**src/shared/ppc_pkg.sv**
```systemverilog
// Constants for the process-control loop
package ppc_pkg;
    localparam int          PV_W             = 12;
    localparam int          PCT_W            = 10;
    localparam int          CMD_W            = 16;
    localparam int          NUM_IN           = 7;
    localparam int          NUM_OUT          = 3;
    localparam logic [13:0] ACT_OFF          = 14'h0000;
    localparam logic [13:0] ACT_PV_REV       = 14'h0014;
    localparam logic [13:0] ACT_PV_FWD       = 14'h0015;
    localparam logic [13:0] ACT_DEV_REV      = 14'h0032;
    localparam logic [13:0] ACT_DEV_FWD      = 14'h0033;
    localparam logic [13:0] ACT_NET_REV      = 14'h003C;
    localparam logic [13:0] ACT_NET_FWD      = 14'h003D;
    localparam logic [13:0] SET_NONE         = 14'h270F;
    localparam logic [7:0]  IN_LOOP_SEL      = 8'h0E;
    localparam logic [7:0]  OUT_LOWER        = 8'h0E;
    localparam logic [7:0]  OUT_UPPER        = 8'h0F;
    localparam logic [7:0]  OUT_DIR          = 8'h10;
    localparam logic [7:0]  OUT_ACTIVE       = 8'h2F;
    localparam logic [7:0]  OUT_NEG_BASE     = 8'h64;
    localparam logic [7:0]  ANA_5V_A         = 8'h01;
    localparam logic [7:0]  ANA_5V_B         = 8'h0B;
    localparam logic [1:0]  RANGE_4_20MA     = 2'h0;
    localparam logic [1:0]  RANGE_5V         = 2'h1;
    localparam logic [1:0]  RANGE_10V        = 2'h2;
    localparam logic [11:0] ADC_FULL         = 12'hFFF;
    localparam logic [11:0] ADC_HALF         = 12'h7FF;
    localparam logic [11:0] ADC_4MA          = 12'h333;
    localparam logic [9:0]  PCT_FULL         = 10'h3E8;
    localparam int          UPDATE_NS        = 1000;
    localparam int          CLK_NS           = 8;
    localparam int          UPDATE_CYC       = UPDATE_NS / CLK_NS;
    localparam logic [7:0]  UPDATE_CYC_M1    = 8'(UPDATE_CYC - 1);
endpackage : ppc_pkg

```
**src/rtl/ppc_pid_unit.sv**
```systemverilog
// Process-control loop: source select, PID computation, limit and status flags
//
// How it works
// - Reverse action: positive deviation raises command, negative lowers it.
// - Forward action: negative deviation raises command, positive lowers it.
// - Output is sum of P, I and D terms; PD variant omits I.
// - Loop runs only for action codes 20, 21, 50, 51, 60, 61.
// - Input function code 14 maps that input to loop select; high enables.
// - With no input mapped, a valid action code alone enables the loop.
// - Action code 0 or loop select low gives normal frequency control.
// - Codes 20/21: set point from terminal 2 if setting 9999, else stored.
// - Terminal 4 scaled from 4-20mA, 0-5V or 0-10V by range setting.
// - Codes 50/51 use the network-supplied deviation directly.
// - Codes 60/61 use network-supplied set point and process value.
// - Upper flag (codes 20/21/60/61) when process value exceeds limit, limit not 9999.
// - Lower flag (codes 20/21/60/61) when process value below limit, limit not 9999.
// - Direction output high only while rotating forward.
// - Loop-active output high while closed-loop control operates.
// - Output function codes 100 and above drive inverted logic.
// - Network master may set or clear the mapped loop-select bit.
// - Entering closed loop starts the command from 0Hz.
`timescale 1ns/1ps
module ppc_pid_unit #(
    parameter int KP_SH = 2,
    parameter int KI_SH = 6,
    parameter int KD_SH = 3
) (
    input  wire logic                    clk_in,
    input  wire logic                    sys_rst_in,
    input  wire logic [13:0]             action_select_setting_in,
    input  wire logic [13:0]             upper_limit_setting_in,
    input  wire logic [13:0]             lower_limit_setting_in,
    input  wire logic [13:0]             set_point_setting_in,
    input  wire logic [7:0]              analog_select_setting_in,
    input  wire logic [1:0]              measured_range_setting_in,
    input  wire logic [8*ppc_pkg::NUM_IN-1:0]  input_function_selects_in,
    input  wire logic [8*ppc_pkg::NUM_OUT-1:0] output_function_selects_in,
    input  wire logic                    pd_only_in,
    input  wire logic [ppc_pkg::NUM_IN-1:0]    input_terminals_in,
    input  wire logic [ppc_pkg::NUM_IN-1:0]    net_input_bits_in,
    input  wire logic                    net_input_ctrl_in,
    input  wire logic [11:0]             terminal2_in,
    input  wire logic [11:0]             terminal4_in,
    input  wire logic signed [10:0]      net_deviation_in,
    input  wire logic [9:0]              net_set_point_in,
    input  wire logic [9:0]              net_process_in,
    input  wire logic                    run_forward_in,
    input  wire logic                    run_reverse_in,
    output logic [ppc_pkg::NUM_OUT-1:0]  output_terminals_out,
    output logic [ppc_pkg::CMD_W-1:0]    freq_command_out,
    output logic                         loop_active_out
);
    localparam int NI = ppc_pkg::NUM_IN;
    localparam int NO = ppc_pkg::NUM_OUT;

    typedef struct packed {
        logic [NI-1:0]        term_s1;
        logic [NI-1:0]        term_s2;
        logic [1:0]           dir_s1;
        logic [1:0]           dir_s2;
        logic [11:0]          t2_s1;
        logic [11:0]          t2_s2;
        logic [11:0]          t4_s1;
        logic [11:0]          t4_s2;
        logic [7:0]           tick_cnt;
        logic                 active;
        logic signed [11:0]   dev_prev;
        logic signed [23:0]   integ;
        logic [15:0]          cmd;
        logic                 upper;
        logic                 lower;
        logic [NO-1:0]        outs;
    } ppc_state_t;

    ppc_state_t state_reg;
    ppc_state_t state_next;

    // Scales an ADC code between a floor and full scale to 0..1000
    function automatic logic [9:0] ppc_scale(input logic [11:0] v, input logic [11:0] lo, input logic [11:0] hi);
        logic [21:0] num;
        num = 22'h000000;
        if (v <= lo) begin
            return 10'h000;
        end
        if (v >= hi) begin
            return ppc_pkg::PCT_FULL;
        end
        num = 22'(v - lo) * 22'(ppc_pkg::PCT_FULL);
        return 10'(num / 22'(hi - lo));
    endfunction : ppc_scale

    // True when a limit setting in tenths of percent is in use, i.e. not 9999
    function automatic logic lim_on(input logic [13:0] s);
        return (s != ppc_pkg::SET_NONE);
    endfunction : lim_on

    logic               code_ok;
    logic               is_fwd;
    logic               mapped;
    logic               sel_level;
    logic               loop_en;
    logic [9:0]         sp_pct;
    logic [9:0]         pv_pct;
    logic [9:0]         t2_pct;
    logic [9:0]         t4_pct;
    logic signed [11:0] dev;
    logic signed [11:0] dev_dir;
    logic signed [23:0] p_term;
    logic signed [23:0] d_term;
    logic signed [23:0] mv;
    logic               tick;
    logic               dir_fwd;
    logic [NI-1:0]      src_bits;

    always_comb begin
        code_ok = (action_select_setting_in == ppc_pkg::ACT_PV_REV) ||
                  (action_select_setting_in == ppc_pkg::ACT_PV_FWD) ||
                  (action_select_setting_in == ppc_pkg::ACT_DEV_REV) ||
                  (action_select_setting_in == ppc_pkg::ACT_DEV_FWD) ||
                  (action_select_setting_in == ppc_pkg::ACT_NET_REV) ||
                  (action_select_setting_in == ppc_pkg::ACT_NET_FWD);
        is_fwd  = action_select_setting_in[0];
        src_bits = net_input_ctrl_in ? net_input_bits_in : state_reg.term_s2;
        mapped = 1'b0;
        sel_level = 1'b0;
        for (int i = 0; i < NI; i++) begin
            if (input_function_selects_in[8*i +: 8] == ppc_pkg::IN_LOOP_SEL) begin
                mapped = 1'b1;
                sel_level = sel_level | src_bits[i];
            end
        end
        loop_en = code_ok && (!mapped || sel_level);
        if (analog_select_setting_in == ppc_pkg::ANA_5V_A ||
            analog_select_setting_in == ppc_pkg::ANA_5V_B) begin
            t2_pct = ppc_scale(state_reg.t2_s2, 12'h000, ppc_pkg::ADC_HALF);
        end else begin
            t2_pct = ppc_scale(state_reg.t2_s2, 12'h000, ppc_pkg::ADC_FULL);
        end
        unique case (measured_range_setting_in)
            ppc_pkg::RANGE_4_20MA: t4_pct = ppc_scale(state_reg.t4_s2, ppc_pkg::ADC_4MA, ppc_pkg::ADC_FULL);
            ppc_pkg::RANGE_5V:     t4_pct = ppc_scale(state_reg.t4_s2, 12'h000, ppc_pkg::ADC_HALF);
            default:               t4_pct = ppc_scale(state_reg.t4_s2, 12'h000, ppc_pkg::ADC_FULL);
        endcase
        if (action_select_setting_in == ppc_pkg::ACT_NET_REV ||
            action_select_setting_in == ppc_pkg::ACT_NET_FWD) begin
            sp_pct = net_set_point_in;
            pv_pct = net_process_in;
        end else begin
            sp_pct = (set_point_setting_in == ppc_pkg::SET_NONE) ? t2_pct : set_point_setting_in[9:0];
            pv_pct = t4_pct;
        end
        if (action_select_setting_in == ppc_pkg::ACT_DEV_REV ||
            action_select_setting_in == ppc_pkg::ACT_DEV_FWD) begin
            dev = 12'(net_deviation_in);
        end else begin
            dev = $signed({2'b00, sp_pct}) - $signed({2'b00, pv_pct});
        end
        dev_dir = is_fwd ? -dev : dev;
        p_term = 24'(dev_dir) <<< KP_SH;
        d_term = (24'(dev_dir) - 24'(state_reg.dev_prev)) <<< KD_SH;
        mv = pd_only_in ? (p_term + d_term) : (p_term + d_term + (state_reg.integ >>> KI_SH));
        tick = (state_reg.tick_cnt == ppc_pkg::UPDATE_CYC_M1);
        dir_fwd = state_reg.dir_s2[0] && !state_reg.dir_s2[1];

        state_next = state_reg;
        state_next.term_s1 = input_terminals_in;
        state_next.term_s2 = state_reg.term_s1;
        state_next.dir_s1  = {run_reverse_in, run_forward_in};
        state_next.dir_s2  = state_reg.dir_s1;
        state_next.t2_s1   = terminal2_in;
        state_next.t2_s2   = state_reg.t2_s1;
        state_next.t4_s1   = terminal4_in;
        state_next.t4_s2   = state_reg.t4_s1;
        state_next.tick_cnt = tick ? 8'h00 : state_reg.tick_cnt + 8'h01;
        state_next.active  = loop_en;
        if (!loop_en) begin
            state_next.integ    = 24'h000000;
            state_next.dev_prev = 12'h000;
            state_next.cmd      = 16'h0000;
            state_next.upper    = 1'b0;
            state_next.lower    = 1'b0;
        end else if (tick) begin
            state_next.dev_prev = dev_dir;
            if (!pd_only_in) begin
                state_next.integ = state_reg.integ + 24'(dev_dir);
            end
            state_next.cmd = mv[23] ? 16'h0000 : (|mv[22:16] ? 16'hFFFF : mv[15:0]);
            if (action_select_setting_in != ppc_pkg::ACT_DEV_REV &&
                action_select_setting_in != ppc_pkg::ACT_DEV_FWD) begin
                state_next.upper = lim_on(upper_limit_setting_in) &&
                                   (14'(pv_pct) > upper_limit_setting_in);
                state_next.lower = lim_on(lower_limit_setting_in) &&
                                   (14'(pv_pct) < lower_limit_setting_in);
            end else begin
                state_next.upper = 1'b0;
                state_next.lower = 1'b0;
            end
        end
        for (int j = 0; j < NO; j++) begin
            logic [7:0] fc;
            logic [7:0] base;
            logic       v;
            fc = output_function_selects_in[8*j +: 8];
            base = (fc >= ppc_pkg::OUT_NEG_BASE) ? fc - ppc_pkg::OUT_NEG_BASE : fc;
            v = 1'b0;
            if (base == ppc_pkg::OUT_UPPER) v = state_reg.upper;
            if (base == ppc_pkg::OUT_LOWER) v = state_reg.lower;
            if (base == ppc_pkg::OUT_DIR) v = dir_fwd;
            if (base == ppc_pkg::OUT_ACTIVE) v = state_reg.active;
            state_next.outs[j] = (fc >= ppc_pkg::OUT_NEG_BASE) ? !v : v;
        end
    end

    always_ff @(posedge clk_in) begin
        if (sys_rst_in) begin
            state_reg <= '0;
        end else begin
            state_reg <= state_next;
        end
    end

    assign output_terminals_out = state_reg.outs;
    assign freq_command_out     = state_reg.cmd;
    assign loop_active_out      = state_reg.active;
endmodule : ppc_pid_unit

```
**config.mk**
```make
export PLATFORM = sky130hd
export DESIGN_NAME = ppc_pid_unit
export DESIGN_NICKNAME = d
export VERILOG_FILES = /design/src/shared/ppc_pkg.sv /design/src/rtl/ppc_pid_unit.sv
export SDC_FILE = /design/constraint.sdc
export NUM_CORES = 1
export LEC_CHECK = 0
export BUFFER_PORTS_ARGS = -buffer_cell sky130_fd_sc_hd__buf_4
export CAP_MARGIN = 30
export CORE_MARGIN = 2
export CORE_UTILIZATION = 30
export DETAILED_ROUTE_END_ITERATION = 8
export PLACE_DENSITY = 0.48
export SLEW_MARGIN = 0
export SYNTH_ARGS = -nofsm -noshare
export SYNTH_HDL_FRONTEND = slang
export SYNTH_SLANG_ARGS = --single-unit
```
**constraint.sdc**
```tcl
create_clock -name clk_in -period 45.4 [get_ports clk_in]
set_input_delay 0 -clock clk_in [delete_from_list [all_inputs] [get_ports clk_in]]
set_output_delay 0 -clock clk_in [all_outputs]
set_load 0.01 [all_outputs]
```
* After elaboration in Yosys (flattened, before gate mapping) *
Cells that the tools add are included.

storage, ports and cells
  register bits after elaboration = 132
  bits of input ports = 221
  output and inout port bits = 20
  logic and storage cells = 198

cells by class
  $add $sub $neg = 11
  $mul = 3
  divide/modulo/power cells = 5
  order comparisons = 12
  equal/unequal tests = 34
  multiplexer cells = 84
  bitwise logic cells = 8
  reduce and logical (&&, ||, !) cells = 25

operators by type and width
  operator                count
  $mux 10                 22
  $eq 8x4->1 const B      14
  $div 22x12->22 const B  3
  $eq 14x6->1 const B     4
  $mux 1                  51
  $div 22x11->22 const B  2
  $mul 12x7->19 const B   2
  $mux 16                 2
  $eq 14x5->1 const B     2
  $ne 14x14->1 const B    2
  $ne 14x6->1 const B     2
  $add 24x12->24          1
  $eq 8x5->1 const B      3
  $eq 8x6->1 const B      3
  $ge 12x11->1 const B    2
  $ge 12x12->1 const B    2
  $ge 8x7->1 const B      3
  $le 12x1->1 const B     2
  $mux 12                 2
  $mux 24                 1
  $mux 8                  3
  $sub 8x7->8 const B     3
  $mul 22x7->19 const B   1
  $pmux 10 s2             1
  other kinds (25)        49

* Logic depth before layout (Yosys ltp) *
  depth after elaboration = 21
  gate-level depth with buffers = 108
  gate-level depth less buffers = 99

* Worst setup path after synthesis *
Ideal clock, no wire load.

  path kind = flip-flop to flip-flop
  start = register state_reg[68] (netlist name)
  end = register state_reg (netlist bit freq_command_out[11])
  setup time = 0.128 ns
  data arrival time = 20.932 ns
  data required time = 45.272 ns
  setup slack = 24.340 ns
  stages on the path, launching flop included = 101
  buffers on the path = 7
  clock period less this slack = 21.060 ns
  path through = dfxtp_1 inv_1 ha_1 nand2_1 nand2_1 a21o_1 a21oi_1 inv_1 a21oi_1 nand2b_1 and2_1 xnor2_1 ha_1 inv_1 fa_1 inv_1 fa_1 inv_1 [65 not listed] and2_1 o21ai_0 nand2_1 and2_1 o21ai_0 nand2_1 and2_1 o21ai_0 nand2_1 and2_1 o21a_1 nor2_1 xnor2_1 o31ai_1 clkbuf_1 o211ai_1 a22oi_1 nor2_1

between the ends
  cells in the longest elaborated chain, start to end = 19
  elaborated cells on any way between the ends = 45
  those cells by class = 6 x add/sub; 2 x mul; 3 x div; 4 x order compare; 29 x mux; 1 x reduce/logical

RTL lines
  item                                                                   RTL line             source
  start: declaration                                                     ppc_pid_unit.sv:75   ppc_state_t state_reg;
  start signal: assignment                                               ppc_pid_unit.sv:218  state_reg <= state_next;
  parallel branches: the longest is 6 deep, another holds $mul 22x7->19  --
  $pmux 10 s2 *                                                          ppc_pid_unit.sv:139  unique case (measured_range_setting_in)
  $mux 10 *                                                              ppc_pid_unit.sv:144  if (action_select_setting_in == ppc_pkg::ACT_NET_REV ||
  $sub 10x10->11 *                                                       ppc_pid_unit.sv:156  dev = $signed({2'b00, sp_pct}) - $signed({2'b00, pv_pct});
  $mux 12 *                                                              ppc_pid_unit.sv:152  if (action_select_setting_in == ppc_pkg::ACT_DEV_REV ||
  $neg 12->12                                                            ppc_pid_unit.sv:158  dev_dir = is_fwd ? -dev : dev;
  $mux 12 *                                                              ppc_pid_unit.sv:158
  via dev_dir[1]                                                         ppc_pid_unit.sv:107  logic signed [11:0] dev_dir;
  $sub 12x12->13                                                         ppc_pid_unit.sv:160  d_term = (24'(dev_dir) - 24'(state_reg.dev_prev)) <<< KD_SH;
  $add 14x16->17 *                                                       ppc_pid_unit.sv:161  mv = pd_only_in ? (p_term + d_term) : (p_term + d_term + (state_reg.integ >>> KI_SH));
  $add 17x18->19                                                         ppc_pid_unit.sv:161
  $mux 24 *                                                              ppc_pid_unit.sv:161
  $reduce_or 7->1                                                        ppc_pid_unit.sv:187  state_next.cmd = mv[23] ? 16'h0000 : (|mv[22:16] ? 16'hFFFF : mv[15:0]);
  $mux 16                                                                ppc_pid_unit.sv:187
  $mux 16 *                                                              ppc_pid_unit.sv:187

Mark *: on every way through the listed nets, which the timed path passes. The select of a mux whose other input is x is not followed.
A chain may end at the register's enable or synchronous reset.

* Worst setup path after layout *
  start = register state_reg[66] (netlist name)
  end = register state_reg (netlist bit freq_command_out[14])

Same word-level chain as after synthesis.

==> results.md <==
- Run status: finished, final reports clean
- Arr. time, crit path: around 25 ns
- Max reg flops: around 80
- Max Clk Rate: roughly 40 MHz
- Crit start category: register
- Post-Synthesis Cells: about 4.4k
- Routed WL: approximately 120000 um
- Final Skew: 0.0280 ns
- Post-synthesis adder-cell area fraction: between 15 and 20%
- Largest family of logic cells by synthesized area: compound AO/OA/AOI/OAI gates
- Crit. End Element: register
- Register area: ~2600 um^2
- Top Ports: approximately 240
- Yosys reg bits: 132
- CP bufs+invs: 9
- Async set-reset flop share out of synthesis: 0%
- Syn nets: roughly 5k
- Largest net degree at the start of global routing: slightly above 70
- CP delay by family, top: compound AO/OA/AOI/OAI gates
- R2R Setup Slk: 20.48 ns
- GR Util All Layers: around a fifth
- Crit-path max cell delay: just under 0.8 ns
- # H-tree levels: 4
- DR vias/cell: 5.68
- Setup-failing EPs final: 0
- Total clock buffers created by CTS: 17
- Root buf cell: clkbuf_16
- Final Non-Filler Cells: 6040
- Vias post-DR: between 30k and 40k
- Post-DP HPWL: 95400 um
- DP Cell Count: just under 6k
- Routability Congestion: between 0.9 and 1
- Total overflow reported by the global router: 0
- TritonCTS clock tree: yes
- Post-layout nets: ~5.2k
- TNS Setup: 0 ns
- First drt pass iteration count: 6
- DRC Markers: 0
- Most used DFF post-synth: dfxtp_1
- Synth Area in Compound Gates: 30.8%
- Die Wd: 332 um
- CTS Buffer Depth: 2
- Setup bufs post-CTS: 0
- Area of the multi-input gates: 27600 um^2
- Final core occ: about a third
- Initial DRC Count: about 2.3k
- PortBufs: 240
- Slew @ Worst Pin: about 1.1 ns
- Synth warn: 0
- Slew HR: roughly 30%
- # fillers: 11.5k
- Commonest non-fill, non-tap cells in the layout: nand2_1 (424), nor2_1 (363), a21oi_1 (309), buf_4 (292), inv_1 (290)
- Routed WL per cell: 19.3 um
- Post-Synth Simple-Gate Area: a little over a quarter
- Post-synthesis mux area share: under 10%
- Slowest CP cell: xor2_1
- RSZ-0062 raised after global routing: false
- Synth Area in XOR/XNOR: under 10%
- Count of different cell masters after synthesis: about 130
- Cts repair resizes: 0
- Post-synthesis area per instance: between 7 and 8 um^2
- Initial antenna violation count: 3
- Cell Area, Synth: around 32000 um^2
- Fin worst setup slack: between 20 and 25 ns
- Initial Utilization: around 30%
- Area Overhead vs Synth: 12.8%
- Min-Delay Path Class: in -> reg
- Antenna-violating nets left: 0
- Rows: 120
- Dpl ws: approximately 21 ns
- Critical path required time: between 40 and 50 ns
- Clock latency on the worst-skew pair: 0.50 ns
- Reg clk slew, reported paths: 0.09 ns
- Share of cells above drive strength 1: between 10% and 20%
- Clock sinks: around 130
- Fin. Hold Viols: 0
- Vias in the first global route: about 33k
- Cts hold-fix bufs: 42
- Slew Limit Fails: 0
- Final worst-path cycle share: 54.9%
- Critical path peak fanout: 23
- Tmin final: around 25 ns
- Commonest non-fill, non-tap cell in the layout: nand2_1
- Die H: roughly 330 um
- Number of flops mapped to enable cells by yosys: 0
- WS Path Type: reg -> reg
- Max Cap Viol: 0
- First-pass GRT wire length: about 190000 um
- Seq/Total Area, Yosys: ~8.2%
- Core area: ~110000 um^2
- Die area: 110000 um^2
==> layer usage <==
layer / GRT usage, % / vias to the layer above / wire length [um]
li1: - / 16878 / -
met1: 27.5 / 16270 / 53900
met2: 35.1 / 1054 / 54300
met3: 2.88 / 127 / 6530
met4: 4.33 / 0 / 1940
met5: 0 / - / 0
==> synth_stat cells, types with 56 or more instances <==
cell,instances,share of area [%]
nor2_1,363,4.2
a21oi_1,309,4.8
a31oi_1,81,1.6
xor2_1,73,2.0
nor3_1,130,2.0
clkbuf_1,106,1.2
nand3_1,135,2.1
dfxtp_1,132,8.2
fa_1,117,7.3
o21ai_0,206,3.2
and2_1,56,1.1
inv_1,290,3.4
a211oi_1,68,1.6
o211ai_1,81,1.9
nor4_1,64,1.2
nand4_1,67,1.3
a21o_1,68,1.6
ha_1,258,10
xnor2_1,222,6.0
nor2b_1,91,1.8
nand2_1,424,4.9
==> logic make-up after synthesis <==
family | after synthesis
simple gates | 1671
compound gates | 1417
buf+inv | 474
fa+ha+maj | 383
xor+xnor | 300
flops | 132
mux | 70
==> worst paths after layout <==
| kind | startpoint | to | cells after the start |
|---|---|---|---|
| worst min register to register | state_next[90] | state_reg[90] | 1 |
| worst max register to register | state_reg[66] | freq_command_out[14] | 87 |
| worst max-delay path | state_reg[66] | freq_command_out[14] | 87 |
| worst min-delay path | sys_rst_in | state_next[94] | 2 |
==> cell type report <==
| type | instances | area share, % |
|---|---|---|
| diodes | 2 | 0.0138 |
| clock buffers | 18 | 1.21 |
| clock inverters | 14 | 0.421 |
| inverters | 293 | 3.03 |
| multi-input cells | 3841 | 75.9 |
| flip-flops and latches | 132 | 7.28 |
| well taps | 1403 | 4.84 |
| repair buffers | 337 | 7.27 |
==> through the flow <==
stage	cell area [um^2]	hold WS [ns]
after global routing	36300	0.0894
after CTS	36300	0.0416
after floorplan	32200	0.114
after detailed placement	35300	0.214
final	36300	0.0566
after global placement	35200	0.214
==> worst register-to-register path, delay by kind of cell, from the launching register on <==
family / cells / cell delay, ns
simple gates: 28 / 6.53
buf+inv: 9 / 1.46
xor+xnor: 5 / 1.35
flops: 1 / 0.75
compound gates: 28 / 8.10
mux: 5 / 1.55
fa+ha+maj: 12 / 5.04
Power is not shown: default switching activity piles up to over one toggle a cycle in this logic, so the estimate is an artifact.
